==> src/rtl/mbws_regs.svh <==
/*
 constants of the module bus wake-up slave: timing, character format, packet sizes.
 assumes one 100 MHz clock; included by bare name.
*/
`ifndef MBWS_REGS_SVH
`define MBWS_REGS_SVH
`define MBWS_CLK_HZ        100000000
`define MBWS_BAUD          500000
`define MBWS_BIT_CYCLES    (`MBWS_CLK_HZ / `MBWS_BAUD)
`define MBWS_HALF_CYCLES   (`MBWS_BIT_CYCLES / 2)
`define MBWS_CHAR_BITS     9
`define MBWS_FRAME_BITS    11
`define MBWS_ADDR_BIT      8
`define MBWS_CRC_INIT      16'hFFFF
`define MBWS_CRC_POLY      16'h1021
`define MBWS_CRC_GOOD      16'h0000
`define MBWS_FIFO_DEPTH    8
`define MBWS_LEN_W         8
`endif

==> src/rtl/mbws_pkg.sv <==
/*
 types of the module bus wake-up slave.
 assumes mbws_regs.svh is on the include path.
*/
`include "mbws_regs.svh"
package mbws_pkg;
    typedef logic [7:0] mbws_byte_t;
    typedef logic [`MBWS_LEN_W-1:0] mbws_len_t;
    typedef enum logic [2:0] {
        MBWS_WAKE, MBWS_RECV, MBWS_CHECK, MBWS_SEND, MBWS_DRAIN
    } mbws_state_t;
endpackage

==> src/rtl/mbws_stream_if.sv <==
/*
 valid/ready byte stream between the slave and its FIFO.
 assumes one clock domain.
*/
`timescale 1ns/1ns
`default_nettype none
interface mbws_stream_if;
    logic [7:0] data;
    logic       valid;
    logic       ready;
    modport src (output data, output valid, input ready);
    modport snk (input data, input valid, output ready);
endinterface
`default_nettype wire

==> src/rtl/mbws_fifo.sv <==
/*
 flip-flop FIFO with valid/ready on both sides.
 assumes synchronous active-high reset.
*/
`timescale 1ns/1ns
`default_nettype none
module mbws_fifo #(
    parameter int WIDTH = 8,
    parameter int DEPTH = 8
) (
    input  wire logic             clock,
    input  wire logic             rst,
    input  wire logic             flush,
    input  wire logic [WIDTH-1:0] in_data,
    input  wire logic             in_valid,
    output logic                  in_ready,
    output logic      [WIDTH-1:0] out_data,
    output logic                  out_valid,
    input  wire logic             out_ready
);
    localparam int AW = $clog2(DEPTH);
    logic [WIDTH-1:0] mem [DEPTH];
    logic [AW-1:0]    wr_ptr;
    logic [AW-1:0]    rd_ptr;
    logic [AW:0]      count;
    wire push = in_valid && in_ready;
    wire pop  = out_valid && out_ready;
    assign in_ready  = (count != (AW+1)'(DEPTH));
    assign out_valid = (count != '0);
    assign out_data  = mem[rd_ptr];
    always_ff @(posedge clock) begin
        if (push) mem[wr_ptr] <= in_data;
    end
    always_ff @(posedge clock) begin
        if (rst || flush) begin
            wr_ptr <= '0;
            rd_ptr <= '0;
            count  <= '0;
        end else begin
            if (push) wr_ptr <= (wr_ptr == AW'(DEPTH-1)) ? '0 : wr_ptr + 1'b1;
            if (pop) rd_ptr <= (rd_ptr == AW'(DEPTH-1)) ? '0 : rd_ptr + 1'b1;
            count <= count + (AW+1)'(push) - (AW+1)'(pop);
        end
    end
endmodule
`default_nettype wire

==> src/rtl/mbws_slave.sv <==
/*
 module bus address wake-up slave: 9-bit serial receiver with address
 wake-up, CRC check of the poll, response sender and line driver enable.
 assumes rx line synchronous to clock; response loaded before the poll.
*/
`timescale 1ns/1ns
`default_nettype none
`include "mbws_regs.svh"
// Behaviour
// - 500 kbaud, 9-bit characters, bit 9 marks address
// - wake-up mode drops characters without address mark
// - address character in wake-up or receive raises receive event
// - foreign address keeps wake-up mode
// - own address enters receive, buffers poll
// - CRC accumulated per poll data character in receive; own address restarts it
// - valid CRC: enable driver, send prepared response
// - after response: driver off, back to wake-up
// - driver enable low in send and drain: from valid CRC until the last stop bit, also while waiting for response
module mbws_slave (
    input  wire logic               clock,
    input  wire logic               rst,
    input  wire logic [7:0]         module_address,
    input  wire mbws_pkg::mbws_len_t poll_length,
    input  wire mbws_pkg::mbws_byte_t resp_data,
    input  wire logic               resp_valid,
    output logic                    resp_ready,
    input  wire logic               resp_last,
    input  wire logic               serial_port_rx,
    output logic                    serial_port_tx,
    output logic                    line_driver_enable_n,
    output logic                    address_event,
    output logic [7:0]              poll_data,
    output logic                    poll_valid,
    input  wire logic               poll_ready,
    output logic                    poll_done,
    output logic                    poll_crc_ok
);
    import mbws_pkg::*;

    mbws_state_t state;
    mbws_state_t next_state;
    mbws_stream_if rxs ();

    // receiver
    logic [15:0] rx_cnt;
    logic [3:0]  rx_bit;
    logic [9:0]  rx_shift;
    logic        rx_busy;
    logic        rx_done;
    logic        rx_prev;
    // half-bit preload puts every tick at mid-bit
    wire rx_tick  = rx_busy && (rx_cnt == 16'(`MBWS_BIT_CYCLES - 1));
    wire rx_start = !rx_busy && rx_prev && !serial_port_rx;
    always_ff @(posedge clock) begin
        rx_prev <= rst ? 1'b1 : serial_port_rx;
        rx_done <= 1'b0;
        if (rst) begin
            rx_busy <= 1'b0;
            rx_cnt <= 16'h0000;
            rx_bit <= 4'h0;
        end else if (rx_start) begin
            rx_busy <= 1'b1;
            rx_cnt <= 16'(`MBWS_HALF_CYCLES);
            rx_bit <= 4'h0;
        end else if (rx_tick) begin
            rx_cnt <= 16'h0000;
            rx_shift <= {serial_port_rx, rx_shift[9:1]};
            rx_bit <= rx_bit + 4'h1;
            if (rx_bit == 4'(`MBWS_CHAR_BITS)) begin
                rx_busy <= 1'b0;
                rx_done <= 1'b1;
            end
        end else if (rx_busy) begin
            rx_cnt <= rx_cnt + 16'h0001;
        end
    end
    // after ten samples the start bit sits in bit 0; data in 9:1
    wire [8:0] rx_char   = rx_shift[9:1];
    wire       rx_is_adr = rx_char[`MBWS_ADDR_BIT];
    wire [7:0] rx_byte   = rx_char[7:0];

    // crc over received poll characters
    logic [15:0] crc;
    logic [15:0] crc_calc;
    // one polynomial step per data bit, msb first
    logic [15:0] crc_step [9];
    assign crc_step[0] = crc ^ {rx_byte, 8'h00};
    for (genvar g = 0; g < 8; g++) begin : g_crc
        assign crc_step[g+1] = crc_step[g][15]
            ? ((crc_step[g] << 1) ^ `MBWS_CRC_POLY) : (crc_step[g] << 1);
    end
    assign crc_calc = crc_step[8];
    mbws_len_t rx_count;
    // an address mark is judged in wake-up and also mid-poll, where own address restarts and a foreign one returns to wake-up
    wire in_listen = (state == MBWS_WAKE) || (state == MBWS_RECV);
    wire adr_hit   = in_listen && rx_done && rx_is_adr;
    wire own_adr   = adr_hit && (rx_byte == module_address);
    wire poll_char = (state == MBWS_RECV) && rx_done && !rx_is_adr;
    wire poll_end  = poll_char && (rx_count == poll_length - `MBWS_LEN_W'(1));
    wire crc_good  = (crc == `MBWS_CRC_GOOD);

    // poll buffer
    // a full fifo drops the byte; the poll is still judged
    assign rxs.data  = rx_byte;
    assign rxs.valid = poll_char;
    mbws_fifo #(.WIDTH(8), .DEPTH(`MBWS_FIFO_DEPTH)) u_fifo (
        .clock     (clock),
        .rst       (rst),
        .flush     (own_adr),
        .in_data   (rxs.data),
        .in_valid  (rxs.valid),
        .in_ready  (rxs.ready),
        .out_data  (poll_data),
        .out_valid (poll_valid),
        .out_ready (poll_ready)
    );

    // transmitter
    logic [15:0] tx_cnt;
    logic [3:0]  tx_bit;
    logic [10:0] tx_shift;
    logic        tx_busy;
    wire tx_tick = tx_busy && (tx_cnt == 16'(`MBWS_BIT_CYCLES - 1));
    // a byte is loaded only on a granted handshake, so the source sees each take
    wire tx_load = resp_ready && resp_valid;
    wire tx_fin  = tx_tick && (tx_bit == 4'(`MBWS_FRAME_BITS - 1));

    always_comb begin
        next_state = state;
        unique case (state)
            MBWS_WAKE:  if (own_adr) next_state = MBWS_RECV;
            MBWS_RECV: begin
                if (adr_hit) next_state = own_adr ? MBWS_RECV : MBWS_WAKE;
                else if (poll_end) next_state = MBWS_CHECK;
            end
            MBWS_CHECK: next_state = crc_good ? MBWS_SEND : MBWS_WAKE;
            MBWS_SEND:  if (tx_load && resp_last) next_state = MBWS_DRAIN;
            // drain holds the driver until the last stop bit has left
            MBWS_DRAIN: if (!tx_busy) next_state = MBWS_WAKE;
        endcase
    end

    always_ff @(posedge clock) begin
        if (rst) begin
            state <= MBWS_WAKE;
            crc <= `MBWS_CRC_INIT;
            rx_count <= '0;
        end else begin
            state <= next_state;
            if (own_adr) begin
                crc <= `MBWS_CRC_INIT;
                rx_count <= '0;
            end else if (poll_char) begin
                crc <= crc_calc;
                rx_count <= rx_count + `MBWS_LEN_W'(1);
            end
        end
    end

    // transmit shifter: one bit per baud period, ends after the stop bit
    always_ff @(posedge clock) begin
        if (rst) begin
            tx_busy <= 1'b0;
            tx_cnt <= 16'h0000;
            tx_bit <= 4'h0;
            tx_shift <= 11'h7FF;
        end else if (tx_load) begin
            tx_busy <= 1'b1;
            tx_cnt <= 16'h0000;
            tx_bit <= 4'h0;
            // start, 8 data lsb first, ninth bit clear, stop
            tx_shift <= {2'b10, resp_data, 1'b0};
        end else if (tx_tick) begin
            tx_cnt <= 16'h0000;
            tx_shift <= {1'b1, tx_shift[10:1]};
            tx_bit <= tx_bit + 4'h1;
            if (tx_fin) tx_busy <= 1'b0;
        end else if (tx_busy) begin
            tx_cnt <= tx_cnt + 16'h0001;
        end
    end

    // next values of the registered pins
    wire next_tx       = tx_busy ? tx_shift[0] : 1'b1;
    wire next_drive    = (next_state == MBWS_SEND) || (next_state == MBWS_DRAIN);
    wire tx_free_next  = !tx_busy || tx_fin;
    wire next_resp_rdy = (next_state == MBWS_SEND) && !tx_load && tx_free_next;
    wire judging       = (state == MBWS_CHECK);

    // line side: idle high, driver released
    always_ff @(posedge clock) begin
        if (rst) begin
            serial_port_tx <= 1'b1;
            line_driver_enable_n <= 1'b1;
        end else begin
            serial_port_tx <= next_tx;
            line_driver_enable_n <= !next_drive;
        end
    end

    // one-cycle status pulses
    always_ff @(posedge clock) begin
        if (rst) begin
            address_event <= 1'b0;
            poll_done <= 1'b0;
            poll_crc_ok <= 1'b0;
        end else begin
            address_event <= adr_hit;
            poll_done <= judging;
            poll_crc_ok <= judging && crc_good;
        end
    end

    // response handshake: ready is the load permission of the next cycle
    always_ff @(posedge clock) begin
        if (rst) resp_ready <= 1'b0;
        else resp_ready <= next_resp_rdy;
    end
endmodule
`default_nettype wire

==> config.mk <==
export PLATFORM = sky130hd
export DESIGN_NAME = mbws_slave
export DESIGN_NICKNAME = d
export VERILOG_FILES = /design/src/rtl/mbws_pkg.sv /design/src/rtl/mbws_stream_if.sv /design/src/rtl/mbws_fifo.sv /design/src/rtl/mbws_slave.sv
export VERILOG_INCLUDE_DIRS = /design/src /design/src/rtl
export SDC_FILE = /design/constraint.sdc
export NUM_CORES = 1
export LEC_CHECK = 0
export BUFFER_PORTS_ARGS = -buffer_cell sky130_fd_sc_hd__buf_2
export CORE_ASPECT_RATIO = 0.5
export CORE_MARGIN = 5
export CORE_UTILIZATION = 55
export DETAILED_ROUTE_END_ITERATION = 10
export GPL_TIMING_DRIVEN = 0
export PLACE_DENSITY = 0.73
export SLEW_MARGIN = 20
export SYNTH_ARGS = -nofsm -noshare
export SYNTH_HDL_FRONTEND = slang
export SYNTH_HIERARCHICAL = 1
export SYNTH_SLANG_ARGS = --single-unit
==> constraint.sdc <==
create_clock -name clock -period 3.1 [get_ports clock]
set_clock_uncertainty 0.15 [all_clocks]
set_input_delay 0.62 -clock clock [delete_from_list [all_inputs] [get_ports clock]]
set_output_delay 0.62 -clock clock [all_outputs]
set_load 0.01 [all_outputs]
==> impl_metrics.tcl <==
set metrics [dict create \
    status "finished, final reports clean" \
    place_area_um2 8230 \
    netlist.area_leader.share_pct 28.4 \
    numPortBuffers 43 \
    final_hold_viol_count 0 \
    grt_max_degree 20 \
    yosysSeqAreaShare_pct 54.2 \
    drt-met1-wl_um 6680 \
    yosysWarnings 6 \
    route.met2.wl_um 7120 \
    post-dp-hpwl_um 10100 \
    startpoint_type "register" \
    grt_setup_unrepaired "no" \
    hold-worst-slack_ns 0.258 \
    dieArea_um2 16700 \
    layout-drive-gt1-share_pct 15.8 \
    setup_viol 0 \
    die-height_um 93.8 \
    grt_pass1_vias 4897 \
    clock_path_buffers 2 \
    h-tree-depth 4 \
    place_inst 920 \
    synth.cell_area_um2 7730 \
    cts_root_buffer "clkbuf_16" \
    diodes 0 \
    drtIter0Drc 368 \
    slowest_delay_ns 0.36 \
    setup_slack_ns 0.143 \
    crit_top_cell "buf_2" \
    worstPathArrival_ns 2.19 \
    crit_required_ns 2.33 \
    grt_pass1_wl_um 23800 \
    drv_cap 0 \
    fin_cells 951 \
    area_growth_pct 14.0 \
    fp-row-count 30 \
    min_period_ns 2.96 \
    vdd_drop_max_mv 0.343 \
    ys_seq_elements 173 \
    final_area_um2 8820 \
    routed_wl_um 14400 \
    num_vias 5113 \
    clock.fmax_mhz 338 \
    cts_tree "done" \
    ys.flop_type "dfxtp_1" \
    nNetsFinal 795 \
    core_um2 13700 \
    final_common_cell "dfxtp_1" \
    crit_fanout 10 \
    critical-path-top-delay-family "buffers and inverters" \
    drtAntennaViolNets 0 \
    cts_resized 0 \
    antenna_found_initial 0 \
    path_buf_inv 3 \
    cts-hold-fix-buffers 0 \
    grt.overflow.total 0 \
    mostFrequentLayoutCells "dfxtp_1 (100), nor2_1 (75), edfxtp_1 (73)" \
    hp-class "input port to register" \
    ioPinCount 45 \
    cts_sinks 173 \
    synth_cells 683 \
    cts_setup_buffers 0 \
    grt_use_total_pct 18.0 \
    worstSkewPairLatency_ns 0.42 \
    async_flop_share_pct 0 \
    crit_path_top_delay_cell "mux4_1" \
    slew_violations 0 \
    synth_area_leader_cell "edfxtp_1" \
    yosysUniqueCellTypes 60 \
    synth_area_leaders "edfxtp_1 (28%), dfxtp_1 (26%), mux4_1 (5.1%), xnor2_1 (5.0%), xor2_1 (4.5%)" \
    worstMarginPinSlew_ns 0.892 \
    powerDensity_nw_per_um2 576 \
    path_cells "clkbuf_1 -> buf_2 -> mux4_1 -> mux2_2 -> buf_2" \
    route.top_layer_used "met4" \
    period_share_pct 95.4 \
    wl_per_cell_um 15.2 \
    chipWidth_um 178 \
    dp_slack_ns -0.181 \
    synth_edf_count 73 \
    cp-end-kind "output port" \
    worstSetupPathType "register to output port" \
    place.gp.congestion 0.831 \
    cts_made_buffers 17 \
    synth_area_per_cell_um2 11.3 \
    start_util_pct 56.6 \
    via_per_inst 5.38 \
    synth_fp_nets 732 \
    clkTransAtPathRegs_ns 0.07 \
    wl_met3_um 498 \
    p_leak_nw 3.23 \
    drc_errors 0 \
    firstDrtPassIters 5 \
    relSlewSlack_pct 40.3 \
]
==> flip-flops by register name (all words and copies together) (netlist names), named ones only <==
name                  count
rx_shift                  9
poll_done                 1
tx_shift                 10
state                     3
rx_count                  8
resp_ready                1
rx_bit                    4
u_fifo/mem               64
tx_bit                    4
tx_busy                   1
poll_crc_ok               1
u_fifo/count              4
rx_cnt                   16
crc                      16
address_event             1
rx_done                   1
serial_port_tx            1
tx_cnt                   16
line_driver_enable_n      1
u_fifo/rd_ptr             3
rx_prev                   1
rx_busy                   1
u_fifo/wr_ptr             3
==> final cells by class <==
| type | instances | area [µm²] |
|---|---|---|
| buffer | 28 | 146 |
| clock buffer | 17 | 425 |
| clock inverter | 15 | 168 |
| fill | 1060 | 4850 |
| inverter | 17 | 63.8 |
| multi-input combinational | 464 | 3350 |
| sequential | 173 | 4190 |
| tap | 192 | 240 |
| timing repair buffer | 45 | 230 |
==> cells by family (layout without fill, tap and decap cells) <==
group / count (synthesis) / count (layout) / share of synthesized area, %
and+or+nand+nor: 262 / 262 / 16.8
DFF: 173 / 173 / 54.2
xor gates and xnor gates: 84 / 84 / 9.52
AOI/OAI and AO/OA: 67 / 67 / 5.88
buffers and inverters: 46 / 122 / 2.77
muxes: 32 / 32 / 7.61
adders and majority gates: 19 / 19 / 3.17
==> through the flow <==
stage / util [%] / power, mW / setup TNS [ns]
2_1_floorplan: - / 2.90 / 0
3_3_place_gp: 59.9 / 3.03 / -14.18
3_5_place_dp: 60.2 / 3.05 / -0.348
4_1_cts: 64.5 / 5.13 / 0
5_1_grt: 64.5 / 5.30 / 0
6_report: 64.5 / 5.08 / 0
==> synthesized netlist by cell type, drive strengths merged, types with 15 or more instances <==
| cell | instances |
|---|---|
| nand3 | 30 |
| mux4 | 16 |
| o21ai | 20 |
| clkbuf | 21 |
| inv | 17 |
| edfxtp | 73 |
| dfxtp | 100 |
| nand2 | 64 |
| nor3 | 15 |
| ha | 18 |
| xnor2 | 44 |
| nor2 | 75 |
| xor2 | 40 |
==> path summary, 6_finish.rpt <==
| kind | start | endpoint | slack, ns | depth (start not counted) |
|---|---|---|---|---|
| max | register | poll_data[6] | 0.14 | 5 |
| min | rst | u_fifo/count[2] | 0.26 | 2 |
| max reg2reg | state[1] | u_fifo/count[2] | 0.19 | 10 |
| min reg2reg | tx_shift[0] | serial_port_tx | 0.34 | 2 |
==> power breakdown <==
part / total, mW / switching, mW / internal [mW]
sequential: 2.43 / 0.0298 / 2.40
combinational: 0.561 / 0.277 / 0.284
clock: 2.09 / 1.00 / 1.09
==> metal layers <==
layer | global-route usage [%] | up-vias
met5 | 0 | -
met1 | 23.3 | 2445
met3 | 4.26 | 11
met4 | 4.63 | 0
met2 | 30.9 | 80
li1 | - | 2577
Note: power is estimated with default switching activity, not from simulation.
